### src/core/tmb_pkg.sv
// Purpose: shared constants and types for the sixteen bit timer block
// Assumes: 32-bit APB data, one register per aligned word
// Notes: control layout follows the byte of the control register
package tmb_pkg;

  // register byte offsets
  localparam logic [7:0] TMB_OFF_CONTROL = 8'h00;
  localparam logic [7:0] TMB_OFF_COUNT_LOW = 8'h04;
  localparam logic [7:0] TMB_OFF_COUNT_HIGH = 8'h08;
  localparam logic [7:0] TMB_OFF_FLAGS = 8'h0c;
  localparam logic [7:0] TMB_OFF_ENABLES = 8'h10;
  localparam logic [7:0] TMB_OFF_STATUS = 8'h14;

  // control field positions
  localparam int unsigned TMB_BIT_RUN = 0;
  localparam int unsigned TMB_BIT_CLKSRC = 1;
  localparam int unsigned TMB_BIT_SYNC_DIS = 2;
  localparam int unsigned TMB_BIT_CAPSEL_LO = 3;
  localparam int unsigned TMB_BIT_PRESC_LO = 4;
  localparam int unsigned TMB_BIT_CAPSEL_HI = 6;
  localparam int unsigned TMB_BIT_WIDE = 7;
  // flag and enable bit positions
  localparam int unsigned TMB_BIT_OVERFLOW = 0;

  // reset values and count limits
  localparam logic [7:0] TMB_CONTROL_RST = 8'h00;
  localparam logic [15:0] TMB_COUNT_RST = 16'h0000;
  localparam logic [15:0] TMB_COUNT_MAX = 16'hffff;
  localparam logic [2:0] TMB_PRESC_RST = 3'h0;

  // prescaler terminal counts for 1:1, 1:2, 1:4, 1:8
  localparam logic [2:0] TMB_PRESC_DIV1 = 3'h0;
  localparam logic [2:0] TMB_PRESC_DIV2 = 3'h1;
  localparam logic [2:0] TMB_PRESC_DIV4 = 3'h3;
  localparam logic [2:0] TMB_PRESC_DIV8 = 3'h7;

  // control register image, bit 7 first
  typedef struct packed {
    logic wide_access_enable;
    logic capcomp_select_high;
    logic prescale_sel_hi;
    logic prescale_sel_lo;
    logic capcomp_select_low;
    logic ext_clock_sync_disable;
    logic clock_source_select;
    logic counter_run;
  } tmb_control_t;

  // operating modes
  typedef enum logic [1:0] {
    TMB_MODE_TIMER = 2'b00,
    TMB_MODE_SYNC = 2'b01,
    TMB_MODE_ASYNC = 2'b10
  } tmb_mode_t;

  // apb request from the master
  typedef struct packed {
    logic psel;
    logic penable;
    logic pwrite;
    logic [7:0] paddr;
    logic [31:0] pwdata;
  } tmb_apb_req_t;

  // time base routing to the two capture/compare units
  typedef struct packed {
    logic std_uses_this;
    logic enh_uses_this;
  } tmb_capcomp_route_t;

endpackage

### src/core/tmb_timer.sv
// Purpose: sixteen bit up counter with prescaler, apb registers
// Assumes: i_core_clk is the instruction clock, 50 MHz
// Notes: external clocks are pins, sampled through tmb_sync
// How it works
// [RULE1] wide bit set: sixteen bit buffered access; clear: two byte accesses
// [RULE2] select bits route this timer to one, both or neither unit
// [RULE3] prescale field divides the input by 1, 2, 4 or 8
// [RULE4] external source: sync bit 0 synchronises, 1 passes unsynchronised; here both paths count the synchronised edge
// [RULE5] internal source ignores the sync bit and counts every cycle
// [RULE6] source bit picks internal or external; rise counts after a fall
// [RULE7] run bit lets the counter advance; clear holds the count
// [RULE8] modes are timer, synchronous counter and asynchronous counter
// [RULE9] oscillator enabled: both pins inputs, direction ignored, read zero
// [RULE10] wide mode: low byte read copies live high into the buffer
// [RULE11] wide mode: high goes to buffer, low write loads all sixteen
// [RULE12] wide mode: high byte address always reaches the buffer
// [RULE13] low byte write clears prescaler; high byte write does not
// [RULE14] counter wraps after maximum and latches the overflow flag
// [RULE15] overflow enable gates the latched flag onto the request
// [RULE16] software enables companion oscillator and sets the source bit
// [RULE17] special event resets the timer, not in asynchronous mode
// [RULE18] a software write beats a coincident special event reset
// [RULE19] special event reset never sets the overflow flag
// [RULE20] reset clears control, prescaler; stopped, internal, byte mode
// [RULE21] asynchronous count values reach software through safe crossing
`timescale 1ns/1ns
module tmb_timer
  import tmb_pkg::*;
#(
  parameter int unsigned ADDR_W = 8
) (
  // clock and reset
  input wire logic i_core_clk,
  input wire logic i_rst_n,
  // apb slave
  input tmb_apb_req_t i_apb,
  output logic o_pready,
  output logic [31:0] o_prdata,
  output logic o_pslverr,
  // companion timer and clock pins
  input wire logic i_companion_osc_enable,
  input wire logic i_companion_osc_clk,
  input wire logic [1:0] i_osc_pins,
  input wire logic [1:0] i_port_c_direction,
  // enhanced capture/compare special event
  input wire logic i_special_event,
  // port view of the oscillator pins, 1 means input
  output logic [1:0] o_osc_pin_dir,
  output logic [1:0] o_osc_pin_read,
  // interrupt request and time base
  output logic o_overflow_irq,
  output tmb_capcomp_route_t o_capcomp_route,
  output logic [15:0] o_count
);

  // the decoder compares eight address bits
  if (ADDR_W != 8) begin : g_bad_addr
    $error("tmb_timer supports only ADDR_W of 8");
  end

  tmb_control_t control;
  tmb_mode_t mode;
  logic [15:0] count;
  logic [7:0] high_buffer;
  logic [7:0] snap_high;
  logic [2:0] prescale;
  logic [2:0] presc_mask;
  logic overflow_flag;
  logic irq_enable;
  logic armed;
  logic ext_prev;
  logic ext_level;
  logic ext_rise;
  logic ext_fall;
  logic src_tick;
  logic presc_tick;
  logic special_reset;
  logic [2:0] pins_sync;

  // apb decode results
  logic setup_phase;
  logic access_phase;
  logic mapped;
  logic sel_control;
  logic sel_low;
  logic sel_high;
  logic sel_flags;
  logic sel_enables;
  logic sel_status;
  logic wr_control;
  logic wr_low;
  logic wr_high;
  logic wr_flags;
  logic wr_enables;
  logic rd_low_done;
  logic [7:0] wbyte;
  logic [31:0] next_prdata;
  logic overflow_set;

  // oscillator clock and both pins pass two flops before use
  tmb_sync #(
    .WIDTH(3)
  ) u_pin_sync (
    .i_core_clk(i_core_clk),
    .i_rst_n(i_rst_n),
    .i_async({i_companion_osc_clk, i_osc_pins}),
    .o_sync(pins_sync)
  );

  // [RULE8] companion oscillator or clock pin
  assign ext_level = i_companion_osc_enable ? pins_sync[2] : pins_sync[0];
  assign ext_rise = ext_level & ~ext_prev;
  assign ext_fall = ~ext_level & ext_prev;

  // edge detector history on the synchronised level
  always_ff @(posedge i_core_clk or negedge i_rst_n) begin
    if (!i_rst_n) begin
      ext_prev <= 1'b0;
    end else begin
      ext_prev <= ext_level;
    end
  end

  // [RULE6] arm on first falling edge
  always_ff @(posedge i_core_clk or negedge i_rst_n) begin
    if (!i_rst_n) begin
      armed <= 1'b0;
    end else if (!control.clock_source_select) begin
      armed <= 1'b0;
    end else if (ext_fall) begin
      armed <= 1'b1;
    end
  end

  // [RULE8] mode from source and sync bits
  always_comb begin
    mode = TMB_MODE_TIMER;
    // [RULE5] sync bit ignored on internal clock
    if (control.clock_source_select) begin
      // [RULE4] sync bit picks the path
      if (control.ext_clock_sync_disable) begin
        mode = TMB_MODE_ASYNC;
      end else begin
        mode = TMB_MODE_SYNC;
      end
    end
  end

  // [RULE6] internal ticks every cycle
  // one clock only, so both external paths count the synchronised edge
  assign src_tick = control.clock_source_select ? (ext_rise & armed) : 1'b1;

  // [RULE3] prescale terminal count
  always_comb begin
    case ({control.prescale_sel_hi, control.prescale_sel_lo})
      2'b11: presc_mask = TMB_PRESC_DIV8;
      2'b10: presc_mask = TMB_PRESC_DIV4;
      2'b01: presc_mask = TMB_PRESC_DIV2;
      default: presc_mask = TMB_PRESC_DIV1;
    endcase
  end

  // [RULE7] advance only while running
  assign presc_tick = control.counter_run & src_tick &
                      (prescale == presc_mask);

  // [RULE17] special event, not in async mode
  assign special_reset = i_special_event & (mode != TMB_MODE_ASYNC);

  // apb phases; every access completes in its first access cycle
  assign setup_phase = i_apb.psel & ~i_apb.penable;
  assign access_phase = i_apb.psel & i_apb.penable;
  assign o_pready = 1'b1;
  assign wbyte = i_apb.pwdata[7:0];

  // address decode
  always_comb begin
    sel_control = 1'b0;
    sel_low = 1'b0;
    sel_high = 1'b0;
    sel_flags = 1'b0;
    sel_enables = 1'b0;
    sel_status = 1'b0;
    if (i_apb.paddr == TMB_OFF_CONTROL) begin
      sel_control = 1'b1;
    end else if (i_apb.paddr == TMB_OFF_COUNT_LOW) begin
      sel_low = 1'b1;
    end else if (i_apb.paddr == TMB_OFF_COUNT_HIGH) begin
      sel_high = 1'b1;
    end else if (i_apb.paddr == TMB_OFF_FLAGS) begin
      sel_flags = 1'b1;
    end else if (i_apb.paddr == TMB_OFF_ENABLES) begin
      sel_enables = 1'b1;
    end else if (i_apb.paddr == TMB_OFF_STATUS) begin
      sel_status = 1'b1;
    end
  end

  assign mapped = sel_control | sel_low | sel_high | sel_flags |
                  sel_enables | sel_status;
  // unmapped addresses answer with an error and change nothing
  assign o_pslverr = access_phase & ~mapped;

  // write strobes at the completing access edge
  assign wr_control = access_phase & i_apb.pwrite & sel_control;
  assign wr_low = access_phase & i_apb.pwrite & sel_low;
  assign wr_high = access_phase & i_apb.pwrite & sel_high;
  assign wr_flags = access_phase & i_apb.pwrite & sel_flags;
  assign wr_enables = access_phase & i_apb.pwrite & sel_enables;
  assign rd_low_done = access_phase & ~i_apb.pwrite & sel_low;

  // [RULE20] control clears on reset
  always_ff @(posedge i_core_clk or negedge i_rst_n) begin
    if (!i_rst_n) begin
      control <= tmb_control_t'(TMB_CONTROL_RST);
    end else if (wr_control) begin
      control <= tmb_control_t'(wbyte);
    end
  end

  // [RULE13] low write clears prescaler
  // [RULE17] special event clears it as well
  always_ff @(posedge i_core_clk or negedge i_rst_n) begin
    if (!i_rst_n) begin
      prescale <= TMB_PRESC_RST;
    end else if (wr_low || special_reset) begin
      prescale <= TMB_PRESC_RST;
    end else if (control.counter_run && src_tick) begin
      if (prescale == presc_mask) begin
        prescale <= TMB_PRESC_RST;
      end else begin
        prescale <= prescale + 3'h1;
      end
    end
  end

  // counter: writes first, then special reset, then counting
  always_ff @(posedge i_core_clk or negedge i_rst_n) begin
    if (!i_rst_n) begin
      count <= TMB_COUNT_RST;
    end else if (wr_low) begin
      // [RULE11] wide low write loads all sixteen
      if (control.wide_access_enable) begin
        count <= {high_buffer, wbyte};
      end else begin
        // [RULE1] byte mode keeps the high byte
        count <= {count[15:8], wbyte};
      end
    end else if (wr_high && !control.wide_access_enable) begin
      // [RULE1] byte mode high write is direct
      count <= {wbyte, count[7:0]};
    end else if (special_reset) begin
      // [RULE18] any write above wins
      count <= TMB_COUNT_RST;
    end else if (presc_tick) begin
      // [RULE14] wraps to zero past maximum
      count <= count + 16'h0001;
    end
  end

  // high byte buffer
  always_ff @(posedge i_core_clk or negedge i_rst_n) begin
    if (!i_rst_n) begin
      high_buffer <= 8'h00;
    end else if (wr_high && control.wide_access_enable) begin
      // [RULE12] wide high write goes to buffer
      high_buffer <= wbyte;
    end else if (rd_low_done && control.wide_access_enable) begin
      // [RULE10] copy the high byte seen with low
      high_buffer <= snap_high;
    end
  end

  // [RULE19] only a counting wrap sets
  assign overflow_set = presc_tick & (count == TMB_COUNT_MAX) & ~wr_low &
                        ~(wr_high & ~control.wide_access_enable) &
                        ~special_reset;

  // [RULE14] sticky flag, set beats clear
  // software clears by writing one to the flag bit
  always_ff @(posedge i_core_clk or negedge i_rst_n) begin
    if (!i_rst_n) begin
      overflow_flag <= 1'b0;
    end else begin
      overflow_flag <= overflow_set |
        (overflow_flag & ~(wr_flags & i_apb.pwdata[TMB_BIT_OVERFLOW]));
    end
  end

  // overflow request enable
  always_ff @(posedge i_core_clk or negedge i_rst_n) begin
    if (!i_rst_n) begin
      irq_enable <= 1'b0;
    end else if (wr_enables) begin
      irq_enable <= i_apb.pwdata[TMB_BIT_OVERFLOW];
    end
  end

  // [RULE15] enable gates the request
  assign o_overflow_irq = overflow_flag & irq_enable;

  // read data selection for the setup cycle
  always_comb begin
    next_prdata = 32'h00000000;
    if (sel_control) begin
      next_prdata[7:0] = control;
    end else if (sel_low) begin
      next_prdata[7:0] = count[7:0];
    end else if (sel_high) begin
      // [RULE12] wide mode reads the buffer
      if (control.wide_access_enable) begin
        next_prdata[7:0] = high_buffer;
      end else begin
        next_prdata[7:0] = count[15:8];
      end
    end else if (sel_flags) begin
      next_prdata[TMB_BIT_OVERFLOW] = overflow_flag;
    end else if (sel_enables) begin
      next_prdata[TMB_BIT_OVERFLOW] = irq_enable;
    end else if (sel_status) begin
      next_prdata[0] = armed;
      next_prdata[2:1] = mode;
      next_prdata[3] = i_companion_osc_enable;
    end
  end

  // [RULE21] read data and snapshot taken at setup
  // low byte and its high byte come from the same edge, so no rollover
  always_ff @(posedge i_core_clk or negedge i_rst_n) begin
    if (!i_rst_n) begin
      o_prdata <= 32'h00000000;
      snap_high <= 8'h00;
    end else if (setup_phase) begin
      o_prdata <= next_prdata;
      snap_high <= count[15:8];
    end
  end

  // [RULE9] oscillator takes both pins
  assign o_osc_pin_dir = i_companion_osc_enable ? 2'b11 : i_port_c_direction;
  assign o_osc_pin_read = i_companion_osc_enable ? 2'b00 : pins_sync[1:0];

  // [RULE2] time base routing
  always_comb begin
    o_capcomp_route.std_uses_this = control.capcomp_select_high;
    o_capcomp_route.enh_uses_this = control.capcomp_select_high |
                                    control.capcomp_select_low;
  end

  // registered count for the capture/compare units
  assign o_count = count;

endmodule

### src/core/tmb_sync.sv
// Purpose: two flip-flop synchroniser for pin level inputs
// Assumes: inputs are levels, slower than the core clock
// Notes: first stage is read only by the second stage
`timescale 1ns/1ns
module tmb_sync #(
  parameter int unsigned WIDTH = 1
) (
  // clock and reset
  input wire logic i_core_clk,
  input wire logic i_rst_n,
  // asynchronous levels in, synchronised levels out
  input wire logic [WIDTH-1:0] i_async,
  output logic [WIDTH-1:0] o_sync
);

  logic [WIDTH-1:0] stage_one;

  // two stage capture, both stages clear on reset
  always_ff @(posedge i_core_clk or negedge i_rst_n) begin
    if (!i_rst_n) begin
      stage_one <= '0;
      o_sync <= '0;
    end else begin
      stage_one <= i_async;
      o_sync <= stage_one;
    end
  end

endmodule

### config.mk
export PLATFORM = sky130hd
export DESIGN_NAME = tmb_timer
export DESIGN_NICKNAME = d
export VERILOG_FILES = /design/src/core/tmb_pkg.sv /design/src/core/tmb_timer.sv /design/src/core/tmb_sync.sv
export SDC_FILE = /design/constraint.sdc
export NUM_CORES = 1
export LEC_CHECK = 0
export ABC_AREA = 1
export CAP_MARGIN = 20
export CORE_UTILIZATION = 42
export CTS_CLUSTER_SIZE = 16
export DETAILED_ROUTE_END_ITERATION = 6
export DONT_BUFFER_PORTS = 1
export GPL_ROUTABILITY_DRIVEN = 0
export SKIP_LAST_GASP = 1
export SLEW_MARGIN = 20
export SYNTH_ARGS = -nofsm -noshare
export SYNTH_HDL_FRONTEND = slang
export SYNTH_SLANG_ARGS = --single-unit
### constraint.sdc
create_clock -name i_core_clk -period 3.3 [get_ports i_core_clk]
set_input_delay 0.165 -clock i_core_clk [delete_from_list [all_inputs] [get_ports i_core_clk]]
set_output_delay 0.165 -clock i_core_clk [all_outputs]
set_load 0.02 [all_outputs]
==> results by stage, run 1 <==
Status:
- The run finished, with violations left.
- The final reports fail on DRC.

Worst hold path:
- The type of the worst min-delay path is input pin to flip-flop.

Placed design:
- Port buffering added 0 buffers.
- The half-perimeter wire length of the detailed placement result is 7.89 mm.

Route:
- The routed via count divided by cell count is 5.33.
- For this block, the routed nets add up to 10.6 mm of wire.
- In the routed design, unresolved DRC markers number 7.
- In this run the remaining antenna-violating nets after routing total 0.
- The routed wire length per instance is 16.2 um.
- For this block, the initial DRC count from the detailed router was 320.
- Detailed routing inserted a total of 3,489 vias.
- The first-pass detailed-route iteration total is 7.

Pwr:
- Per report_power, the clock group accounts for 40.7% of the total.
- Net switching is 31.3% of the power.
- IR analysis of the VDD net gives a maximum drop of 211 uV.
- The cell-internal power is 1.20 mW.
- Summed over all cells, the static leakage comes to 1.94 nW.
- The proportion of power drawn by combinational gates is 10.8%.
- Of the total power, registers draw 48.5%.
- The design draws 1.74 mW.
- The ratio of total power to cell area is 418 mW/mm^2.
- The reported net switching power is 0.544 mW.

Die:
- The area enclosed by the die boundary is 0.00961 mm^2.
- The effective utilization at floorplan is 44.0%.
- The area of the core is 0.00881 mm^2.
- The number of primary I/O pins is 109.
- The floorplan has 34 rows.
- The x dimension of the die is 98.0 um.
- The height of the die is 98.0 um.

STA:
- Setup repair after global routing left no endpoint under its margin.
- In the finished design, the share of the clock period the worst path needs comes to 62.1%.
- The number of hold violations in the final report is 0.
- Setup violations remaining at the end of the flow were counted as 0.
- For the final routed database, the setup TNS stands at 0 ps.
- Timing would allow up to 0.488 GHz.
- At the pin with the least slew margin, the transition time is 699 ps.
- The setup skew after layout is 7.52 ps.
- The final number of max-transition violations was 0.
- The max-slew headroom at the worst pin is 53.1%.
- The clock period minus worst slack is 2050 ps.

Critical path:
- For flop-to-flop paths, the worst setup slack is 1250 ps.
- The endpoint class of the critical path is a flip-flop.
- The worst setup path is of the flip-flop to flip-flop kind.
- Data arrives at the worst endpoint at 2330 ps.
- The worst setup path is launched from a flip-flop.
- The critical path required time is 3580 ps.
- In this run the worst path has a maximum fanout of 6.

GRT:
- The maximum number of pins on one net before global-route repair is 62.
- The overall global routing resource usage is 23.6%.
- The total global routing overflow is 0.
- The number of antenna violations at the first check in global routing is 0.
- The via count of the first global-routing pass is 3,478.
- The first-pass GRT wire length is 17.6 mm.

Cells and area:
- The filler cell count in the final layout is 874.
- The layout overhead on the synthesized area is 7.30%.
- The number of diodes is 0.
- In the final layout, flip-flops and latches occupy 0.00153 mm^2.
- The ratio of cells with drive above 1 in the final layout is 10.8%.
- The area of the multi-input gates is 0.00191 mm^2.
- The net count of the finished layout is 596.

Clocking:
- In this run the clock root is driven by a sky130_fd_sc_hd__clkbuf_8.
- Counting along the longest clock path gives a buffer depth of 2.
- The CTS tree is done.
- The tree built by TritonCTS fans out to 61 sinks.
- The clock reaches the later pin of the worst-skew pair after 350 ps.
- TritonCTS created 9 clock buffers.
- The deepest level of the CTS H-tree is 3.
- The clock transition at the register clock pins on the worst setup and hold paths after CTS is 80 ps.
- The number of gates resized after cts is 0.

Yosys:
- The share of the Yosys chip area taken by registers is 39.4%.
- The post-synthesis instance area is 0.00387 mm^2.
- The number of different library cells used by synthesis comes to 35.
- In the synthesized netlist, the number of instances is 536.
- The Yosys warning count is 0.
- The average size of a mapped cell is 7.23 um^2.
- In this run, synthesis produced a sequential element count of 61.

Flow run:
- The max-capacitance violation count is 0.
cells in the mapped netlist, drive strengths merged:
library cell  number  area, um^2
a21oi             23         115
dfrtp             61        1530
o211ai             5        37.5
nor3               6        30.0
conb               2        7.51
o21ai             51         267
o221ai             4        35.0
xor2               1        8.76
clkbuf             5        18.8
nand4             10        68.8
nand3             34         200
nand2            152         611
nand3b             1        7.51
or2                5        31.3
nor2              62         297
ha                 2        25.0
xnor2              3        26.3
inv               66         253
buf               34         250
o22ai              8        50.1
a41oi              1        8.76
through the flow:
stage                     instances  cell area (um^2)  util, %  hold WS [ps]  setup slack [ps]
after floorplan                 559              3960        -          -131              1710
after global placement          629              3830     43.5          -127              1260
after detailed placement        629              3830     43.5          -127              1270
after CTS                       655              4160     47.2          3.07              1250
after global routing            655              4160     47.2          15.7               974
final                           655              4160     47.2          3.90              1250
kinds of logic (layout without fill, tap and decap cells):
kind of cell    after synthesis  count (layout)  share of synthesized area (%)
other cells                   2              25                          0.194
compound gates               92              92                           13.2
xor+xnor                      4               4                          0.905
fa+ha+maj                     2               2                          0.646
simple gates                270             270                           32.1
flops                        61              61                           39.4
buf+inv                     105              93                           13.5
cell usage in the layout, fill, tap and decap left out, types with 2 or more instances in the layout:
cell type,n
sky130_fd_sc_hd__inv_4,2
sky130_fd_sc_hd__ha_1,2
sky130_fd_sc_hd__nor3_1,6
sky130_fd_sc_hd__clkinv_4,2
sky130_fd_sc_hd__nor2_4,5
sky130_fd_sc_hd__inv_1,57
sky130_fd_sc_hd__nand3_4,2
sky130_fd_sc_hd__inv_6,3
sky130_fd_sc_hd__nand2_1,142
sky130_fd_sc_hd__a21oi_1,23
sky130_fd_sc_hd__conb_1,25
sky130_fd_sc_hd__dlygate4sd3_1,9
sky130_fd_sc_hd__inv_2,7
sky130_fd_sc_hd__o221ai_1,4
sky130_fd_sc_hd__o22ai_1,8
sky130_fd_sc_hd__nor2_1,52
sky130_fd_sc_hd__nand2_4,3
sky130_fd_sc_hd__xnor2_1,3
sky130_fd_sc_hd__or2_2,5
sky130_fd_sc_hd__nand4_1,9
sky130_fd_sc_hd__dfrtp_1,61
sky130_fd_sc_hd__o21ai_1,26
sky130_fd_sc_hd__o21ai_2,3
sky130_fd_sc_hd__nand2_2,7
sky130_fd_sc_hd__clkbuf_8,9
sky130_fd_sc_hd__nand3_1,31
sky130_fd_sc_hd__o211ai_1,5
sky130_fd_sc_hd__nor2_2,4
sky130_fd_sc_hd__o21ai_0,22
cell type report:
type | count | area share, %
Multi-Input combinational cell | 393 | 46.0
Sequential cell | 61 | 36.7
Inverter | 66 | 6.08
Tap cell | 108 | 3.25
Timing Repair Buffer | 11 | 3.01
Clock buffer | 9 | 2.98
Clock inverter | 7 | 1.96
path summary, 6_finish.rpt:
kind                                         start  cells after the start                    to
max                                     o_count[0]                      9         overflow_flag
min                                       i_apb[3]                      2        high_buffer[3]
max reg2reg                             o_count[0]                      9         overflow_flag
min reg2reg                u_pin_sync.stage_one[1]                      0  u_pin_sync.o_sync[1]
max in group asynchronous                  i_rst_n                      2            o_count[4]
min in group asynchronous                  i_rst_n                      2              ext_prev
power by group through the flow:
stage	combinational, mW	sequential, mW	clock (mW)
floorplan	0.162	0.841	0
global placement	0.157	0.859	0
detailed placement	0.159	0.859	0
CTS	0.189	0.844	0.718
global route	0.214	0.850	0.753
finish	0.188	0.843	0.707
state kept, by name, summed over array words and instances (netlist names), 3 cells and up:
name,cells
prescale,3
snap_high,8
control,7
o_prdata,8
u_pin_sync.o_sync,3
o_count,16
u_pin_sync.stage_one,3
high_buffer,8
layer usage:
metal  track usage [%]  share of wire [%]  up-vias
met1              31.0                 45     1632
met2              37.5                 45      140
li1                  -                  -     1695
met4              9.91                2.4        0
met3              5.51                7.4       22
met5                 0                  0        -
worst max-delay path, stage by stage (launching register included):
cell and delay (ps):
sky130_fd_sc_hd__dfrtp_1 580, sky130_fd_sc_hd__ha_1 320, sky130_fd_sc_hd__nand3_1 140, sky130_fd_sc_hd__inv_1 90, sky130_fd_sc_hd__nand2_1 60, sky130_fd_sc_hd__nor2_1 190, sky130_fd_sc_hd__nand3_1 150, sky130_fd_sc_hd__nor3_1 260
sky130_fd_sc_hd__nand2_1 100, sky130_fd_sc_hd__o21ai_1 90
what timing repair did:
action                                 4_1_cts  5_1_grt
endpoints found under the hold margin       70        0
setup buffers                                0        0
hold buffers                                10        0
Power figures use the tool's default switching activity.
==> run 2, diff against run 1 <==
Clock period 3.3 ns to 1.94 ns, I/O delays scaled along.
==> results by stage, run 2 (same netlist as run 1, synthesis figures left out) <==
STA:
- The worst-case setup margin in the final layout is 193 ps (was 1250 ps).
- The ratio of final minimum period to clock period was 90.1% (was 62.1%).
- Unrepaired setup endpoints after global routing: no (unchanged).
- The accumulated negative setup slack came to 0 ps (unchanged).
- The final number of max-transition violations was 0 (unchanged).
- The setup skew after layout was 8.35 ps (was 7.52 ps).
- The count of final setup violators is 0 (unchanged).
- The maximum achievable frequency is 0.572 GHz (was 0.488 GHz).
- The actual slew at the worst max-slew pin is 589 ps (was 699 ps).
- The max-slew headroom at the worst pin is 60.7% (was 53.1%).
- The clock period minus worst slack is 1750 ps (was 2050 ps).
- The number of hold violations in the final report is 0 (unchanged).

Cells and area:
- The most frequent standard cell in the layout excluding fill and tap cells is sky130_fd_sc_hd__nand2_1 (unchanged).
- The layout overhead on the synthesized area is 12.5% (was 7.30%).
- Highest-count cells in the layout ignoring fill and taps: 141 x sky130_fd_sc_hd__nand2_1, 61 x sky130_fd_sc_hd__dfrtp_1, 57 x sky130_fd_sc_hd__inv_1 (was 142 x sky130_fd_sc_hd__nand2_1, 61 x sky130_fd_sc_hd__dfrtp_1, 57 x sky130_fd_sc_hd__inv_1).
- The layout net count came to 621 (was 596).
- The ratio of cells with drive above 1 in the final layout is 14.3% (was 10.8%).
- The number of diodes is 0 (unchanged).
- The number of flip-flops in the largest register is 16 (unchanged).

Clocking:
- The CTS tree is done (unchanged).
- The clock latency of the later-clocked register in the worst-skew pair is 360 ps (was 350 ps).
- The clock transition at the register clock pins on the worst setup and hold paths after CTS is 80 ps (about the same).
- The maximum root-to-sink buffer count is 2 (unchanged).
- The deepest level of the CTS H-tree is 3 (unchanged).
- The cell at the root of the clock tree was sky130_fd_sc_hd__clkbuf_8 (unchanged).
- The total setup buffers inserted after CTS is 0 (unchanged).
- The total number of clock tree sinks came to 61 (unchanged).
- The total CTS buffers is 9 (unchanged).

GRT:
- The number of antenna violations at the first check in global routing came to 0 (unchanged).
- The via count of the first global-routing pass came to 3,466 (was 3,478).
- The first-pass GRT wire length is 18.2 mm (was 17.6 mm).
- The maximum number of pins on one net before global-route repair is 62 (unchanged).
- The overall global routing resource usage is 24.6% (was 23.6%).
- The total global routing overflow is 0 (unchanged).

Pwr:
- The worst voltage drop across the vdd grid is 470 uV (was 211 uV).
- The leakage power was 2.08 nW (was 1.94 nW).
- The ratio of total power to cell area is 687 mW/mm^2 (was 418 mW/mm^2).

Critical path:
- The biggest cell delay along the critical path is 470 ps (was 580 ps).
- The critical path buffer and inverter count is 1 (unchanged).
- The maximum fanout along the worst path was 6 (unchanged).
- The cell with the largest stage delay on the worst path is sky130_fd_sc_hd__dfrtp_1 (unchanged).
- The capture point of the worst reg-to-reg path is overflow_flag (unchanged).
- CP cell instances: ha_1 > nand3_1 > inv_1 > nand2_1 > nor2_1 > nand3_1 > nor3_1 > nand2_1 > o21ai_1 (unchanged).
- The endpoint class of the critical path was a flip-flop (unchanged).
- The logic depth of the worst register-to-register path is 9 (unchanged).
- The timing endpoint of the critical path is overflow_flag (unchanged).
- The class of the most critical setup path is flip-flop to flip-flop (unchanged).
- The critical path required time came to 2230 ps (was 3580 ps).
- The worst-case register-to-register setup slack is 190 ps (was 1250 ps).
- The path length in cells of the critical path is 9 (unchanged).
- The arrival time of data at the critical path endpoint came to 2040 ps (was 2330 ps).
- The launch point of the worst path is o_count[0] (unchanged).
- The critical path launch point type is a flip-flop (unchanged).
- The source of the worst register-to-register timing path was o_count[0] (unchanged).
- The critical path's top delay family is simple AND/OR/NAND/NOR gates (unchanged).

Placed design:
- The count of input and output buffers came to 0 (unchanged).
- The worst slack after detailed placement is 175 ps (was 1270 ps).
- The half-perimeter wire length of the detailed placement result is 8.22 mm (was 7.89 mm).

Route:
- The first-pass detailed-route iteration total came to 7 (unchanged).
- The number of antenna-violating nets in the routed design is 0 (unchanged).
- The routed wire length per instance is 16.0 um (was 16.2 um).
- The aggregate routed wire length is 10.9 mm (was 10.6 mm).
- The DRC marker count from the first detailed-route iteration came to 328 (was 320).
- The routed via count divided by cell count is 5.23 (was 5.33).
- The number of design rule violations left after detail routing is 6 (was 7).
- The via count of the routed design is 3,556 (was 3,489).

Worst hold path:
- The type of the worst min-delay path is input pin to flip-flop (unchanged).
- The worst hold path startpoint is i_apb[7] (was i_apb[3]).

Die:
- The number of primary I/O pins came to 109 (unchanged).
- The area enclosed by the die boundary is 0.00961 mm^2 (unchanged).
- The area of the core is 0.00881 mm^2 (unchanged).
- The x dimension of the die came to 98.0 um (unchanged).
- The effective utilization at floorplan came to 44.0% (unchanged).
- The height of the die is 98.0 um (unchanged).
- The count of standard-cell rows is 34 (unchanged).

Status:
- Result of the run: finished with violations (unchanged).
- Failing checks: DRC (unchanged).

Flow run:
- The max-capacitance violation count is 0 (unchanged).
## run 2: metal layers
metal  vias up  global-route usage, %  wire length, um
li1       1739                      -                -
met1      1665                   32.7             4840
met2       136                   39.4             5030
met3        16                   5.51              819
met4         0                   8.28              180
met5         -                      0                0
## run 2: stage by stage
stage | cells | utilization (%) | total power [mW] | area, um^2 | hold WS [ps]
detailed placement | 651 | 45.4 | 1.76 | 4000 | -196
finish | 680 | 49.5 | 2.99 | 4360 | 7.23
floorplan | 559 | - | 1.71 | 3960 | -199
global route | 680 | 49.5 | 3.12 | 4360 | 17.8
global placement | 651 | 45.4 | 1.76 | 4000 | -195
CTS | 680 | 49.4 | 3.02 | 4350 | 7.17
## run 2: cell type report
cell class / count / area [um^2]
Timing Repair Buffer: 36 / 320
Clock buffer: 10 / 138
Inverter: 66 / 253
Fill cell: 886 / 4450
Clock inverter: 6 / 70.1
Tap cell: 108 / 135
Multi-Input combinational cell: 393 / 1910
Sequential cell: 61 / 1530
## run 2: power by group
part           switching, mW  internal [mW]
sequential            0.0799           1.33
combinational          0.267          0.120
clock                  0.560          0.636
## run 2: worst min-delay path, cell delays in order
cell,delay [ps]
sky130_fd_sc_hd__nand2_1,60
sky130_fd_sc_hd__nand2_1,70
sky130_fd_sc_hd__nand2_1,50
sky130_fd_sc_hd__o21ai_1,60
## run 2: how the worst min path moves through the flow
| stage | endpoint | slack (ps) | depth (start not counted) |
|---|---|---|---|
| final | o_count[7] | 7 | 4 |
| after global routing | control[1] | 20 | 2 |
| after CTS | o_count[7] | 7 | 4 |
| after detailed placement | o_prdata[2] | -200 | 0 |
| after global placement | armed | -200 | 0 |
| after floorplan | armed | -200 | 0 |
## run 2: repair_timing
item,CTS,global route
hold buffers,13,0
endpoints found under the setup margin,0,3
gates resized for setup,0,1
hold endpoints to repair,80,0
==> run 3, diff against run 2 <==
Settings changed: GPL_TIMING_DRIVEN set to 0.
==> results by stage, run 3 (same netlist as run 1, synthesis figures left out) <==
STA:
- The final number of max-transition violations came to 0 (unchanged).
- The clock period minus worst slack is 1840 ps (was 1750 ps).
- Unrepaired setup endpoints after global routing: yes (was no).
- The actual slew at the worst max-slew pin is 674 ps (was 589 ps).
- The ratio of final minimum period to clock period is 94.8% (was 90.1%).
- The setup skew after layout is 10.3 ps (was 8.35 ps).
- The count of final setup violators is 0 (unchanged).
- The number of hold violations in the final report came to 0 (unchanged).
- The accumulated negative setup slack came to 0 ps (unchanged).
- The maximum achievable frequency came to 0.544 GHz (was 0.572 GHz).
- The max-slew headroom at the worst pin is 54.7% (was 60.7%).

Cells and area:
- The ratio of cells with drive above 1 in the final layout came to 17.2% (was 14.3%).
- The number of flip-flops in the largest register came to 16 (unchanged).
- The layout net count came to 637 (was 621).
- The final core utilization is 50.4% (was 49.5%).
- Highest-count cells in the layout ignoring fill and taps: 141 x sky130_fd_sc_hd__nand2_1, 58 x sky130_fd_sc_hd__dfrtp_1, 57 x sky130_fd_sc_hd__inv_1 (was 141 x sky130_fd_sc_hd__nand2_1, 61 x sky130_fd_sc_hd__dfrtp_1, 57 x sky130_fd_sc_hd__inv_1).
- The area of the multi-input gates is 0.00193 mm^2 (was 0.00191 mm^2).
- The layout overhead on the synthesized area was 14.7% (was 12.5%).
- The number of diodes is 0 (unchanged).
- The storage element area is 0.00153 mm^2 (about the same).
- The filler cell count in the final layout is 916 (was 886).
- The most frequent standard cell in the layout excluding fill and tap cells is sky130_fd_sc_hd__nand2_1 (unchanged).

GRT:
- The met2 track demand over resource was 39.3% (was 39.4%).
- The global routing met1 resource utilization came to 33.0% (was 32.7%).
- The total global routing overflow is 0 (unchanged).
- The overall global routing resource usage came to 24.8% (was 24.6%).
- The met3 track demand over resource in global routing is 6.30% (was 5.51%).
- The first-pass GRT wire length came to 18.3 mm (was 18.2 mm).
- The most used routing layer is met2 (unchanged).
- The number of antenna violations at the first check in global routing is 0 (unchanged).
- The via count of the first global-routing pass was 3,544 (was 3,466).
- The maximum number of pins on one net before global-route repair was 62 (unchanged).

Route:
- The number of design rule violations left after detail routing is 6 (unchanged).
- The via count of the routed design was 3,685 (was 3,556).
- The routed via count divided by cell count is 5.29 (was 5.23).
- The routed wire length per instance was 15.9 um (was 16.0 um).
- The DRC marker count from the first detailed-route iteration was 267 (was 328).
- The first-pass detailed-route iteration total came to 6 (was 7).
- The aggregate routed wire length is 11.1 mm (was 10.9 mm).
- The number of antenna-violating nets in the routed design is 0 (unchanged).

Critical path:
- The endpoint class of the critical path was a flip-flop (unchanged).
- The arrival time of data at the critical path endpoint was 2120 ps (was 2040 ps).
- The critical path launch point type is a flip-flop (unchanged).
- The class of the most critical setup path is flip-flop to flip-flop (unchanged).
- The worst-case register-to-register setup slack is 100 ps (was 190 ps).
- The maximum fanout along the worst path is 6 (unchanged).
- The critical path required time was 2220 ps (was 2230 ps).
- The source of the worst register-to-register timing path is o_count[0] (unchanged).
- The launch point of the worst path is o_count[0] (unchanged).

Clocking:
- The clock transition at the register clock pins on the worst setup and hold paths after CTS is 70 ps (was 80 ps).
- The total CTS buffers came to 9 (unchanged).
- The CTS tree is done (unchanged).
- The total number of clock tree sinks was 61 (unchanged).
- The maximum root-to-sink buffer count is 2 (unchanged).
- The cell at the root of the clock tree is sky130_fd_sc_hd__clkbuf_8 (unchanged).
- The total setup buffers inserted after CTS is 0 (unchanged).
- The deepest level of the CTS H-tree is 3 (unchanged).
- The clock latency of the later-clocked register in the worst-skew pair was 350 ps (was 360 ps).

Die:
- The area of the core is 0.00881 mm^2 (unchanged).
- The number of primary I/O pins is 109 (unchanged).
- The x dimension of the die is 98.0 um (unchanged).
- The count of standard-cell rows was 34 (unchanged).
- The area enclosed by the die boundary is 0.00961 mm^2 (unchanged).
- The effective utilization at floorplan was 44.0% (unchanged).
- The height of the die is 98.0 um (unchanged).

Placed design:
- The half-perimeter wire length of the detailed placement result came to 8.45 mm (was 8.22 mm).
- The count of input and output buffers is 0 (unchanged).

Pwr:
- The leakage power is 2.12 nW (was 2.08 nW).
- The ratio of total power to cell area was 641 mW/mm^2 (was 687 mW/mm^2).
- The worst voltage drop across the vdd grid came to 334 uV (was 470 uV).
- The sum of internal, switching and leakage power is 2.85 mW (was 2.99 mW).

Flow run:
- The max-capacitance violation count is 0 (unchanged).

Worst hold path:
- The worst hold path startpoint is i_apb[1] (was i_apb[7]).
- The type of the worst min-delay path is input pin to flip-flop (unchanged).

Status:
- Failing checks: DRC (unchanged).
- Result of the run: finished with violations (unchanged).
## run 3: per-layer routing
metal	wire length [um]	share of wire, %
met5	0	0
met4	201	1.8
met3	883	8.0
met2	5140	46
met1	4830	44
## run 3: report_power, final
group | switching (mW) | internal [mW] | total, mW
Sequential | 0.0991 | 1.33 | 1.43
Clock | 0.555 | 0.466 | 1.02
Combinational | 0.253 | 0.139 | 0.392
Total | 0.907 | 1.94 | 2.85
## run 3: cell type report
class | instances | area share, %
Multi-Input combinational cell | 393 | 43.5
Inverter | 66 | 5.69
Sequential cell | 61 | 34.5
Timing Repair Buffer | 13 | 3.32
Clock buffer | 9 | 2.79
Clock inverter | 7 | 1.13
Tap cell | 108 | 3.04
Buffer | 39 | 6.11
## run 3: stage by stage
step	instance area [um^2]	instances	hold WS, ps	setup slack [ps]
final	4440	696	11.0	101
after global routing	4440	696	15.4	-16.2
after CTS	4420	696	1.87	0.467
after detailed placement	4100	667	-196	-133
after global placement	4100	667	-195	-150
after floorplan	3960	559	-199	352
## run 3: worst paths after layout
path | to | cells after the start
max in group asynchronous | o_count[0] | 2
hold reg to reg | u_pin_sync.o_sync[2] | 0
setup / recovery | overflow_flag | 9
setup reg to reg | overflow_flag | 9
min in group asynchronous | o_prdata[1] | 2
hold / removal | o_count[9] | 4
## run 3: what timing repair did
action,CTS,global route
endpoints found under the setup margin,1,5
pin swaps,0,0
hold buffers,13,0
hold endpoints to repair,80,0
resized for setup,3,7
## run 3: critical path: stages, from the launching register on
cell                      delay (ps)
sky130_fd_sc_hd__dfrtp_2         490
sky130_fd_sc_hd__ha_2            270
sky130_fd_sc_hd__nand3_1         130
sky130_fd_sc_hd__inv_1            80
sky130_fd_sc_hd__nand2_1          70
sky130_fd_sc_hd__nor2_2          140
sky130_fd_sc_hd__nand3_1         150
sky130_fd_sc_hd__nor3_2          240
sky130_fd_sc_hd__nand2_1         110
sky130_fd_sc_hd__o21ai_1          80
